`src/verilog/nv_store_recall_pkg.sv`:
```
// Constants and types shared by the store/recall control block
// How it works
// - Recall pin low, store pin high, no instruction running: recall, latches ignored.
// - Both pins high and software recall command: recall, latches ignored.
// - A store, by pin or command, needs write-enable and previous-recall latches set.
// - Pin requests are acted on only while no serial instruction runs.
// - Recall pin low floats the serial data output within the float time.
// - Serial data output floats within the select float time after chip select goes low.
// - A store completes within the store duration; host waits before write disable.
// - Reset clears both latches, so no store until both are set again.
// - No store starts while recall is low or chip select is low.
`default_nettype none

package nv_store_recall_pkg;

    // Clock
    localparam int CLK_PERIOD_NS = 5;

    // Array shape
    localparam int WORDS  = 16;
    localparam int WORD_W = 16;
    localparam int ADDR_W = 4;
    localparam int CNT_W  = 20;

    // Timing figures as printed
    localparam int POWERUP_READ_DELAY_US       = 200;
    localparam int RECALL_PULSE_MIN_NS         = 500;
    localparam int RECALL_OUTPUT_FLOAT_TIME_NS = 500;
    localparam int STORE_PULSE_MIN_NS          = 200;
    localparam int SELECT_OUTPUT_FLOAT_TIME_NS = 1000;
    localparam int STORE_DURATION_MS           = 5;
    localparam int RECALL_CYCLE_NS             = 2000;

    // Cycle counts: longest times round down, least times round up
    localparam int STORE_DURATION_CYCLES =
        STORE_DURATION_MS * 1000000 / CLK_PERIOD_NS;
    localparam int RECALL_CYCLE_CYCLES =
        (RECALL_CYCLE_NS + CLK_PERIOD_NS - 1) / CLK_PERIOD_NS;
    localparam int RECALL_FLOAT_CYCLES = RECALL_OUTPUT_FLOAT_TIME_NS / CLK_PERIOD_NS;
    localparam int SELECT_FLOAT_CYCLES = SELECT_OUTPUT_FLOAT_TIME_NS / CLK_PERIOD_NS;

    // Values after reset
    localparam logic WE_LATCH_RST = 1'b0;
    localparam logic PR_LATCH_RST = 1'b0;

    typedef enum logic [1:0] {
        ST_IDLE,
        ST_RECALL,
        ST_STORE
    } xfer_state_e;

endpackage

`default_nettype wire

```
`src/verilog/nv_store_recall_control.sv`:
```
// Store and recall control between shadow RAM and nonvolatile array
`default_nettype none

module nv_store_recall_control
    import nv_store_recall_pkg::*;
#(
    parameter int STORE_CYCLES  = STORE_DURATION_CYCLES,
    parameter int RECALL_CYCLES = RECALL_CYCLE_CYCLES
)
(
    // Clock and reset
    input  wire logic              mclk_in,
    input  wire logic              rst_b_in,
    // Host pins
    input  wire logic              store_b_in,
    input  wire logic              recall_b_in,
    input  wire logic              chip_select_in,
    // From serial instruction decoder
    input  wire logic              instr_busy_in,
    input  wire logic              sw_recall_cmd_in,
    input  wire logic              sw_store_cmd_in,
    input  wire logic              write_enable_cmd_in,
    input  wire logic              write_disable_cmd_in,
    input  wire logic              data_drive_in,
    input  wire logic              data_bit_in,
    // Host RAM access
    input  wire logic              ram_wr_in,
    input  wire logic [ADDR_W-1:0] ram_addr_in,
    input  wire logic [WORD_W-1:0] ram_wdata_in,
    output logic      [WORD_W-1:0] ram_rdata_out,
    // Serial data output pin
    output logic                   serial_data_out,
    output logic                   serial_data_oe_out,
    // Status
    output logic                   recalling_out,
    output logic                   storing_out,
    output logic                   xfer_done_out,
    output logic                   write_enable_latch_out,
    output logic                   prev_recall_latch_out
);

    typedef struct packed {
        xfer_state_e      st;
        logic [CNT_W-1:0] cnt;
        logic             we;
        logic             pr;
        logic             store_b_q;
        logic             recall_b_q;
        logic             oe;
        logic             dout;
        logic             done;
        logic             recalling;
        logic             storing;
    } ctrl_s;

    localparam logic [CNT_W-1:0] STORE_LAST  = CNT_W'(STORE_CYCLES - 1);
    localparam logic [CNT_W-1:0] RECALL_LAST = CNT_W'(RECALL_CYCLES - 1);
    localparam logic [CNT_W-1:0] COPY_LAST   = CNT_W'(WORDS);

    ctrl_s r;
    ctrl_s next_r;

    logic              store_fall;
    logic              recall_fall;
    logic              hw_recall;
    logic              sw_recall;
    logic              hw_store;
    logic              sw_store;
    logic              copy_wr;
    logic [ADDR_W-1:0] copy_waddr;
    logic [ADDR_W-1:0] copy_raddr;
    logic              sram_wr;
    logic [ADDR_W-1:0] sram_waddr;
    logic [WORD_W-1:0] sram_wdata;
    logic [ADDR_W-1:0] sram_raddr;
    logic [WORD_W-1:0] sram_rdata;
    logic [WORD_W-1:0] nv_rdata;

    // Request decode
    always_comb
    begin
        store_fall  = r.store_b_q & ~store_b_in;
        recall_fall = r.recall_b_q & ~recall_b_in;
        hw_recall   = recall_fall & store_b_in & ~instr_busy_in;
        sw_recall   = sw_recall_cmd_in & store_b_in & recall_b_in;
        hw_store    = store_fall & recall_b_in & chip_select_in & ~instr_busy_in
                      & r.we & r.pr;
        sw_store    = sw_store_cmd_in & store_b_in & recall_b_in & chip_select_in
                      & r.we & r.pr;
    end

    // Word copy sequencing: read word k, write it one cycle later
    always_comb
    begin
        copy_wr    = (r.st != ST_IDLE) && (r.cnt != '0) && (r.cnt <= COPY_LAST);
        copy_waddr = ADDR_W'(r.cnt - CNT_W'(1));
        copy_raddr = r.cnt[ADDR_W-1:0];
        if (r.st == ST_RECALL)
        begin
            sram_wr    = copy_wr;
            sram_waddr = copy_waddr;
            sram_wdata = nv_rdata;
        end
        else
        begin
            sram_wr    = (r.st == ST_IDLE) & ram_wr_in;
            sram_waddr = ram_addr_in;
            sram_wdata = ram_wdata_in;
        end
        sram_raddr = (r.st == ST_STORE) ? copy_raddr : ram_addr_in;
    end

    // Next state
    always_comb
    begin
        next_r            = r;
        next_r.store_b_q  = store_b_in;
        next_r.recall_b_q = recall_b_in;
        next_r.done       = 1'b0;
        if (write_disable_cmd_in)
        begin
            next_r.we = 1'b0;
        end
        if (write_enable_cmd_in)
        begin
            next_r.we = 1'b1;
        end
        case (r.st)
            ST_IDLE:
            begin
                next_r.cnt = '0;
                if (hw_recall || sw_recall)
                begin
                    next_r.st = ST_RECALL;
                end
                else if (hw_store || sw_store)
                begin
                    next_r.st = ST_STORE;
                end
            end
            ST_RECALL:
            begin
                next_r.cnt = r.cnt + CNT_W'(1);
                if (r.cnt == RECALL_LAST)
                begin
                    next_r.st   = ST_IDLE;
                    next_r.pr   = 1'b1;
                    next_r.done = 1'b1;
                end
            end
            ST_STORE:
            begin
                next_r.cnt = r.cnt + CNT_W'(1);
                if (r.cnt == STORE_LAST)
                begin
                    next_r.st   = ST_IDLE;
                    next_r.done = 1'b1;
                end
            end
            default:
            begin
                next_r.st  = ST_IDLE;
                next_r.cnt = '0;
            end
        endcase
        next_r.recalling = (next_r.st == ST_RECALL);
        next_r.storing   = (next_r.st == ST_STORE);
        // Output floats on deselect, recall pin low, or any transfer
        next_r.oe   = data_drive_in & chip_select_in & recall_b_in
                      & (next_r.st == ST_IDLE);
        next_r.dout = data_bit_in;
    end

    always_ff @(posedge mclk_in or negedge rst_b_in)
    begin
        if (!rst_b_in)
        begin
            r            <= '0;
            r.st         <= ST_IDLE;
            r.we         <= WE_LATCH_RST;
            r.pr         <= PR_LATCH_RST;
            r.store_b_q  <= 1'b1;
            r.recall_b_q <= 1'b1;
        end
        else
        begin
            r <= next_r;
        end
    end

    // Shadow RAM
    nv_word_mem #(.DEPTH(WORDS), .WIDTH(WORD_W), .AW(ADDR_W)) u_sram (
        .mclk_in     (mclk_in),
        .rst_b_in    (rst_b_in),
        .wr_en_in    (sram_wr),
        .wr_addr_in  (sram_waddr),
        .wr_data_in  (sram_wdata),
        .rd_addr_in  (sram_raddr),
        .rd_data_out (sram_rdata)
    );

    // Nonvolatile array
    nv_word_mem #(.DEPTH(WORDS), .WIDTH(WORD_W), .AW(ADDR_W)) u_nv (
        .mclk_in     (mclk_in),
        .rst_b_in    (rst_b_in),
        .wr_en_in    ((r.st == ST_STORE) & copy_wr),
        .wr_addr_in  (copy_waddr),
        .wr_data_in  (sram_rdata),
        .rd_addr_in  (copy_raddr),
        .rd_data_out (nv_rdata)
    );

    assign ram_rdata_out          = sram_rdata;
    assign serial_data_out        = r.dout;
    assign serial_data_oe_out     = r.oe;
    assign recalling_out          = r.recalling;
    assign storing_out            = r.storing;
    assign xfer_done_out          = r.done;
    assign write_enable_latch_out = r.we;
    assign prev_recall_latch_out  = r.pr;
endmodule

`default_nettype wire

```
`src/verilog/nv_word_mem.sv`:
```
// Small word memory with one write port and a registered read port
`default_nettype none

module nv_word_mem
    import nv_store_recall_pkg::*;
#(
    parameter int DEPTH = WORDS,
    parameter int WIDTH = WORD_W,
    parameter int AW    = ADDR_W
)
(
    // Clock and reset
    input  wire logic             mclk_in,
    input  wire logic             rst_b_in,
    // Write port
    input  wire logic             wr_en_in,
    input  wire logic [AW-1:0]    wr_addr_in,
    input  wire logic [WIDTH-1:0] wr_data_in,
    // Read port
    input  wire logic [AW-1:0]    rd_addr_in,
    output logic      [WIDTH-1:0] rd_data_out
);

    logic [WIDTH-1:0] mem [DEPTH];

    always_ff @(posedge mclk_in)
    begin
        if (wr_en_in)
        begin
            mem[wr_addr_in] <= wr_data_in;
        end
    end

    always_ff @(posedge mclk_in or negedge rst_b_in)
    begin
        if (!rst_b_in)
        begin
            rd_data_out <= '0;
        end
        else
        begin
            rd_data_out <= mem[rd_addr_in];
        end
    end

endmodule

`default_nettype wire
```
`config.mk`:
```
export PLATFORM = sky130hd
export DESIGN_NAME = nv_store_recall_control
export DESIGN_NICKNAME = d
export VERILOG_FILES = /design/src/verilog/nv_store_recall_pkg.sv /design/src/verilog/nv_store_recall_control.sv /design/src/verilog/nv_word_mem.sv
export SDC_FILE = /design/constraint.sdc
export NUM_CORES = 1
export LEC_CHECK = 0
export ABC_CLOCK_PERIOD_IN_PS = 5200
export BUFFER_PORTS_ARGS = -buffer_cell sky130_fd_sc_hd__buf_2
export CORE_MARGIN = 2
export CORE_UTILIZATION = 62
export DETAILED_ROUTE_END_ITERATION = 8
export MAX_ROUTING_LAYER = met4
export PLACE_DENSITY = 0.78
export SLEW_MARGIN = 20
export SYNTH_ARGS = -nofsm -noshare
export SYNTH_HDL_FRONTEND = slang
export SYNTH_SLANG_ARGS = --single-unit
```
`constraint.sdc`:
```
create_clock -name mclk_in -period 5.2 [get_ports mclk_in]
set_clock_uncertainty 0.05 [all_clocks]
set_input_delay 1.3 -clock mclk_in [delete_from_list [all_inputs] [get_ports mclk_in]]
set_output_delay 1.3 -clock mclk_in [all_outputs]
set_load 0.005 [all_outputs]
```
# Word level (Yosys, flattened, before mapping)

Memories as Yosys holds them, arrays and structs flattened. A register that Yosys moved wholly into a read port is not among the register bits.
Cells that the tools add are included.

Add/sub/neg operators: 2
$lt $le $gt $ge: 1
Equal/unequal tests: 6
Muxes and demuxes: 18
Bitwise operators: 24
Reduce and logical (&&, ||, !) cells: 12

Operators with widths:

| operator                | number |
|---|---|
| $pmux W22 S3            | 1 |
| $and A1 B1 Y1           | 21 |
| $add A20 B1 Y20 const B | 1 |
| $eq A20 B20 Y1 const B  | 1 |
| $eq A20 B9 Y1 const B   | 1 |
| $le A20 B5 Y1 const B   | 1 |
| $reduce_bool A20 Y1     | 1 |
| $mux W16                | 1 |
| $mux W1                 | 9 |
| $mux W2                 | 4 |
| $mux W4                 | 2 |
| $eq A2 B1 Y1 const B    | 2 |
| $eq A2 B2 Y1 const B    | 2 |
| $logic_not A2 Y1        | 2 |
| $reduce_bool A2 Y1      | 2 |
| $sub A4 B1 Y4 const B   | 1 |
| $not A1 Y1              | 3 |
| $logic_and A1 B1 Y1     | 2 |
| $logic_not A1 Y1        | 2 |
| $logic_or A1 B1 Y1      | 2 |
| $pmux W1 S2             | 1 |
| $reduce_and A2 Y1       | 1 |

Register bits after elaboration: 31
Bits in writable memories: 512
Output and inout bits: 23
Memories kept: 2

Memory list:

| memory     | words | width | rd ports | clocked after Yosys merged registers in | wr ports | RTL line          | text |
|---|---|---|---|---|---|---|---|
| u_nv.mem   | 16    | 16    | 1        | 1                                       | 1        | nv_word_mem.sv:24 | `logic [WIDTH-1:0] mem [DEPTH];` |
| u_sram.mem | 16    | 16    | 1        | 1                                       | 1        | nv_word_mem.sv:24 |  |

# Longest topological paths before layout

Gate-level depths: netlist of run 1.

Depth in word-level cells: 13
Mapped depth: 11
Gate-level depth less buffers: 7

# Hierarchy

A second synthesis of run 1 with hierarchy kept.

Cell total of the unflattened synthesis: 1065
Area total of the unflattened synthesis: 22305.1 µm²

By module, submodules not included:

| module                  | instances | cells an instance | area an instance (µm²) | seq. area each (µm²) |
|---|---|---|---|---|
| nv_word_mem             | 2         | 432               | 10122.2                | 8087.8 |
| nv_store_recall_control | 1         | 201               | 2060.7                 | 778.2 |

# Worst setup path after synthesis of run 1

OpenSTA, ideal clock, no wires.

Kind: flip-flop to flip-flop
Start: register r, in the netlist copy_raddr[1]
End: memory u_nv.mem[15][0] in the netlist's numbering, enable pin
Library setup time: 409 ps
Arrival: 3392 ps
Required time: 4741 ps
Setup slack: 1349 ps
Cell stages (with the launch flop): 12
Buffers on the path: 4
Clock period less this slack: 3851 ps
Cells stage by stage: dfrtp_1 buf_2 clkbuf_1 clkbuf_1 inv_1 ha_1 nor3b_1 xnor2_1 and3_1 buf_2 nand3_1 nor3_1

Word-level cells in the longest chain between the ends: 6
Elaborated cells on any way between the ends: 8

RTL lines:

| item                                                                  | RTL line                       | text |
|---|---|---|
| from (decl)                                                           | nv_store_recall_control.sv:60  | `ctrl_s r;` |
| from (signal assigned)                                                | nv_store_recall_control.sv:187 | `r <= next_r;` |
| parallel branches: the longest is 6 deep, another holds $le A20 B5 Y1 | n/a                            |  |
| to (decl)                                                             | nv_word_mem.sv:24              |  |

Several ways; the timed one is not identified.

# Final worst setup path of run 1

Start: register r, in the netlist copy_raddr[0]
End: memory u_sram.mem[14][8] in the netlist's numbering, enable pin

Word-level cells in the longest chain between the ends: 6
Elaborated cells on any way between the ends: 9

RTL lines:

| item                                                                  | RTL line |
|---|---|
| parallel branches: the longest is 6 deep, another holds $le A20 B5 Y1 | n/a |
| to (decl)                                                             | nv_word_mem.sv:24 |

Several ways; the timed one is not identified.

==> flow_metrics.tcl, run 1 <==
set metrics [dict create \
    intPower_mw 9.217 \
    netSwitchingFraction_pct 26.79 \
    setup_viol 0 \
    vias_per_cell 6.686 \
    drt_iter0_markers 1402 \
    cp_cell_sequence "inv_1 > ha_1 > nor3b_1 > xnor2_1 > and3_1 > a41oi_1 > nor2_2" \
    synth_top_area_share_pct 68.49 \
    first_pass_iters 9 \
    nets 1220 \
    seqPwrFrac_pct 48.7 \
    synth_enable_flop_cells 512 \
    power_mw 12.59 \
    cts_htree_levels 2 \
    hold_class "register to register" \
    post-place-cells 1581 \
    ant_nets 0 \
    min_path_cells 1 \
    ys_seq_elements 575 \
    overflow 0 \
    core_sq_um 35660 \
    clkTransAtPathRegs_ns 0.06 \
    syn_area_per_cell_sq_um 20.65 \
    grt_pass1_wl_um 73470 \
    path_delay_family "simple AND/OR/NAND/NOR gates" \
    reg2reg_depth 7 \
    status "complete, but fails checks" \
    cts_buffer_depth 3 \
    wl_per_cell_um 28.92 \
    path_buf_inv 1 \
    peakVddDrop_v 0.0002898 \
    synth_area_leaders "edfxtp_1 (68%), mux4_2 (14%), dfrtp_1 (6.8%)" \
    power_switching_mw 3.373 \
    fp-row-count 69 \
    crit_fanout 38 \
    die_height_um 194.3 \
    p_leak_nw 8.245 \
    setup_ws_ns 1.435 \
    powerDensity_nw_per_um2 496.9 \
    fmax_mhz 265.6 \
    cts_tree "done" \
    vias 11266 \
    ctsRootBufferMaster "clkbuf_16" \
    hold_viol 0 \
    start_kind "register" \
    grt_pass1_vias 11453 \
    cp.required_ns 5.35 \
    tns_ns 0 \
    path_depth 7 \
    start_util_pct 62.96 \
    layout.cells.non_filler 1685 \
    final_max_slew_viol_count 0 \
    syn-cell-area_sq_um 22450 \
    worst_pin_slew_ns 1.104 \
    relSlewSlack_pct 26.30 \
    postSynthCellCount 1087 \
    area_growth_pct 12.86 \
    io_buffers 55 \
    grt_setup_unrepaired "false" \
    hold_buffers 0 \
    gp_congestion 0.8643 \
    clkLatencyLatePin_ns 0.59 \
    end_kind "register" \
    cts_sinks 575 \
    yosysSeqAreaShare_pct 75.52 \
    wl_um 48730 \
    max_stage_delay_ns 0.95 \
    synth-main-ff-cell "edfxtp_1" \
    drc 7 \
    grt_max_degree 64 \
    arrival_ns 3.91 \
    path_class "register to register" \
    grt_use_total_pct 27.59 \
    pre_cts_ws_ns 1.393 \
    finalCriticalPeriod_ns 3.765 \
    die_width_um 194.3 \
    cts_setup_buffers 0 \
    violations "DRC" \
    fillers 2019 \
    yosysUniqueCellTypes 55 \
    clkPwrFrac_pct 33.3 \
    numCtsBuffers 55 \
    cp_slowest_cell "nor2_2" \
    fin_crit_sh_pct 72.41 \
    die_area_sq_um 37750 \
    cts_resized 0 \
    combPwrFrac_pct 18.0 \
    layout-drive-gt1-share_pct 31.81 \
    synthArstFlopShare_pct 10.96 \
    pin_count 56 \
    yosys_warnings 0 \
    fin_util_pct 71.06 \
    syn-num-nets 1130 \
    maxCapViolCount 0 \
    place_hpwl_um 27580 \
    antenna_found_initial 1 \
    synth_area_leader_cell "edfxtp_1" \
]
-- layer usage --
layer / wire length, um / track usage (%)
met4: 1630 / 9.231
met5: 0 / -
met2: 24400 / 43.83
met1: 18870 / 37.52
met3: 3825 / 4.279
-- state kept, by name, summed over array words and instances (netlist names) --
name,count
r,20
u_nv.rd_data_out,16
storing_out,1
u_sram.mem,256
copy_raddr,4
serial_data_out,1
prev_recall_latch_out,1
recalling_out,1
xfer_done_out,1
u_nv.mem,256
write_enable_latch_out,1
serial_data_oe_out,1
u_sram.rd_data_out,16
-- logic make-up after synthesis --
group | share of synthesized area (%)
AOI/OAI and AO/OA | 1.956
xor gates and xnor gates | 0.7413
adders and majority gates | 0.5574
buffers and inverters | 1.505
DFF | 75.52
muxes | 15.49
and+or+nand+nor | 4.225
-- metrics by stage --
stage / hold slack, ns / cell area (sq um)
floorplan: 0.4388 / 22450
global placement: 0.4537 / 23390
detailed placement: 0.4631 / 23390
CTS: 0.4768 / 25300
global route: 0.4880 / 25340
finish: 0.4693 / 25340
-- power by group through the flow --
stage | logic (mW) | clock network, mW | registers, mW
6_report | 2.27 | 4.19 | 6.14
5_1_grt | 2.43 | 4.40 | 6.18
4_1_cts | 2.26 | 4.22 | 6.14
3_5_place_dp | 2.23 | 0 | 6.23
3_3_place_gp | 2.17 | 0 | 6.21
2_1_floorplan | 1.66 | 0 | 6.02
-- layout by cell type (no fill, tap or decap), types with 5 or more instances in the layout --
master	n
nor2_2	21
buf_2	54
nor2_1	27
nor3_1	8
inv_1	10
and3_1	7
mux4_2	144
clkbuf_8	5
nor2_4	6
nand3_1	18
nand2_1	48
bufinv_16	8
nand4_1	6
clkbuf_16	57
ha_1	10
xnor2_1	15
dfrtp_1	58
clkinv_2	16
buf_4	32
mux2_2	17
a21oi_1	7
a31oi_1	20
o21ai_0	5
and2_1	20
a211oi_1	16
clkinvlp_4	5
edfxtp_1	512
nor4_1	5
-- worst paths after layout --
check | from | endpoint | slack, ns
hold / removal | write_enable_latch_out | write_enable_latch_out | 0.47
setup reg to reg | copy_raddr[0] | u_sram.mem[14][8] | 1.43
hold reg to reg | write_enable_latch_out | write_enable_latch_out | 0.47
min in group asynchronous | rst_b_in | r[23] | 0.81
setup / recovery | copy_raddr[0] | u_sram.mem[14][8] | 1.43
max in group asynchronous | rst_b_in | copy_raddr[0] | 3.56
-- Yosys cell counts (2+ instances only) --
library cell,n
mux4_2,144
nand4_1,6
buf_1,4
nor3_1,10
nand2b_1,3
nand3_1,18
a41oi_1,2
mux2i_1,3
inv_1,10
and2_1,20
a31oi_1,20
nand2_1,48
nor4_1,5
and4_1,2
dfrtp_1,61
buf_2,15
nor3b_1,3
buf_4,5
a21oi_1,7
nor2b_1,3
mux2_2,17
xor2_1,4
nor2_1,54
o211ai_1,2
o21ai_0,6
and3_1,7
edfxtp_1,512
clkbuf_1,22
xnor2_1,15
ha_1,10
dfstp_2,2
a211oi_1,16
buf_6,8
or3_1,2
-- layout make-up --
class                   count  area, sq um  area share (%)
inverters                  10        37.54          0.1481
repair buffers             87        530.5           2.094
flip-flops and latches    575        16960           66.94
diodes                      1        2.502        0.009877
multi-input cells         448         5311           20.96
well taps                 461        576.8           2.277
clock buffers              66         1510           5.961
clock inverters            37        407.9           1.610
(Power assumes the default switching activity.)
==> run 2: changes to the inputs <==
- ABC_AREA: default -> 1
- ABC_CLOCK_PERIOD_IN_PS: 5200 -> 3600
- clock period: 5.2 -> 3.6 ns (I/O delays scaled with it)
==> run 2 against run 1 <==
Effect of this change: the run now ends clean; first-iteration DRC count rose by 47%; clock power is 34% higher; core utilization down 0.57 points; total power increased by 41%; register-to-register slack got worse by 0.94 ns; sequential power grew 41%; via count increased by 36%; design area up 1.9%; non-clock buffer count rose by 36; global-route usage up 2.5 points; synthesized area grew 2.5%; highest routed layer unchanged.
==> flow_metrics.tcl, run 2 <==
set metrics [dict create \
    path_class "register to register" \
    wl_per_cell_um 22.84 \
    wl_met1_um 21790 \
    cts_setup_buffers 0 \
    r2r-start "r[29]" \
    yosys_warnings 0 \
    worst_pin_slew_ns 1.082 \
    hold_class "input pin to register" \
    met2_length_um 26580 \
    status "completed" \
    p_leak_nw 9.013 \
    start_kind "register" \
    reg_top3 "u_nv.mem: 256 flops, u_sram.mem: 256 flops, r: 20 flops" \
    nets 1964 \
    vias_per_cell 6.299 \
    n_antenna_cell 0 \
    yosysSeqAreaShare_pct 73.65 \
    min_to "serial_data_out" \
    syn-cell-area_sq_um 23020 \
    first_pass_iters 8 \
    final_max_slew_viol_count 0 \
    fin_crit_sh_pct 86.17 \
    clkTransAtPathRegs_ns 0.06 \
    peakVddDrop_v 0.0004676 \
    fillers 2344 \
    regToRegEndpoint "u_sram.rd_data_out[13]" \
    wl_um 55580 \
    crit_path_frequent_cell "inv_1" \
    cts_resized 0 \
    mostFrequentLayoutCell "edfxtp_1" \
    most-common-layout-cells "edfxtp_1 (512), nor2_1 (322), o21ai_0 (255)" \
    synth_area_leaders "edfxtp_1 (67%), dfrtp_1 (6.6%), nor2_1 (5.8%)" \
    hold_buffers 0 \
    core_sq_um 36610 \
    cts_tree "done" \
    cp.required_ns 4.03 \
    die_height_um 196.7 \
    yosysMostFrequentCell "edfxtp_1" \
    relSlewSlack_pct 27.87 \
    crit_fanout 17 \
    max_stage_delay_ns 0.91 \
    layout-drive-gt1-share_pct 12.26 \
    grt_use_total_pct 30.09 \
    reg2reg_slack_ns 0.50 \
    die_area_sq_um 38690 \
    cts_sinks 575 \
    cp_slowest_cell "o21ai_2" \
    arrival_ns 3.53 \
    ant_nets 0 \
    die_width_um 196.7 \
    ctsRootBufferMaster "clkbuf_16" \
    pin_count 56 \
    layout.cells.non_filler 2434 \
    maxCapViolCount 0 \
    place_hpwl_um 32170 \
    synthArstFlopShare_pct 10.96 \
    postSynthCellCount 1849 \
    netlist_top_cells_count "edfxtp_1 (512), nor2_1 (354), o21ai_0 (255)" \
    end_kind "register" \
    area_growth_pct 12.10 \
    min_path_cells 1 \
    drt_iter0_markers 2062 \
    setup_viol 0 \
    hold_viol 0 \
    ys_seq_elements 575 \
    io_buffers 55 \
    post-place-cells 2333 \
    cp_cell_sequence "inv_1 > ha_1 > o21ai_2 > inv_1 > nand3_1 > nand2_1" \
    numCtsBuffers 54 \
    vias 15332 \
    drc 0 \
    worstHoldStart "data_bit_in" \
    synth_enable_flop_cells 512 \
    synth_top_area_share_pct 66.79 \
    wl_met3_um 5538 \
    syn-num-nets 1892 \
    gp_congestion 0.8966 \
    antenna_found_initial 0 \
    syn_area_per_cell_sq_um 12.45 \
    clkLatencyLatePin_ns 0.60 \
    powerDensity_nw_per_um2 688.9 \
    fmax_mhz 322.4 \
    start_util_pct 62.88 \
    maxUsedRoutingLayer "met4" \
    path_delay_family "compound AO/OA/AOI/OAI gates" \
    reg2reg_depth 6 \
    grt_pass1_wl_um 84630 \
    tns_ns 0 \
    path_buf_inv 2 \
    fp-row-count 70 \
    grt_setup_unrepaired "false" \
    cts_buffer_depth 3 \
    yosysUniqueCellTypes 33 \
    finalCriticalPeriod_ns 3.102 \
    cts_htree_levels 2 \
    grt_pass1_vias 14966 \
    grt_max_degree 137 \
    overflow 0 \
    synth_area_leader_cell "edfxtp_1" \
    synth-main-ff-cell "edfxtp_1" \
]
run 2: stage by stage:
stage	cell area (sq um)	utilization (%)	power (mW)	setup WS (ns)	hold slack, ns
after floorplan	23020	-	10.87	0.3482	0.4292
after global placement	24070	65.75	12.08	0.5988	0.4330
after detailed placement	24070	65.75	12.24	0.4558	0.4347
after CTS	25810	70.49	17.77	0.4757	0.3466
after global routing	25810	70.49	18.43	0.3707	0.3566
final	25810	70.49	17.78	0.4979	0.3597
run 2: cells by family after synthesis:
family	after synthesis	share of synthesized area, %
simple gates	640	11.16
flops	575	73.65
compound gates	445	11.17
buf+inv	177	3.408
fa+ha+maj	10	0.5435
xor+xnor	2	0.07610
run 2: worst reg2reg max path, delay by kind of cell (launching register included):
kind	cells	cell delay, ns
AO/OA/AOI/OAI	1	0.91
adder cells (fa/ha/maj)	1	0.38
buffers and inverters	2	0.81
flip-flops	1	0.45
AND/OR/NAND/NOR	2	0.39
run 2: worst max path at each step:
stage	start	endpoint	slack (ns)	cells past startpoint
final	r[29]	u_sram.rd_data_out[13]	0.50	6
after global routing	r[29]	u_sram.rd_data_out[13]	0.37	6
after CTS	r[29]	u_sram.rd_data_out[13]	0.48	6
after detailed placement	ram_addr_in[3]	u_sram.rd_data_out[13]	0.46	6
after global placement	ram_addr_in[3]	u_sram.rd_data_out[12]	0.60	6
after floorplan	copy_raddr[0]	u_sram.mem[14][0]	0.35	12
run 2: final cells by class:
class / instances / area, sq um / area share, %
multi-input combinational: 1097 / 5383 / 20.86
sequential: 575 / 16960 / 65.72
timing repair buffer: 123 / 875.8 / 3.394
inverter: 70 / 266.5 / 1.033
clock buffer: 77 / 1478 / 5.726
clock inverter: 24 / 259.0 / 1.004
tap: 468 / 585.6 / 2.269
run 2: report_power, final:
| part | internal (mW) | switching [mW] | total, mW |
|---|---|---|---|
| Combinational | 0.847 | 2.69 | 3.53 |
| Sequential | 8.41 | 0.231 | 8.64 |
| Clock | 3.22 | 2.38 | 5.60 |
| Total | 12.5 | 5.30 | 17.8 |
run 2: routing by layer:
layer / global-route usage [%] / vias up
met5: - / -
li1: - / 6839
met4: 11.50 / 0
met2: 46.86 / 876
met3: 4.945 / 123
met1: 40.61 / 7494
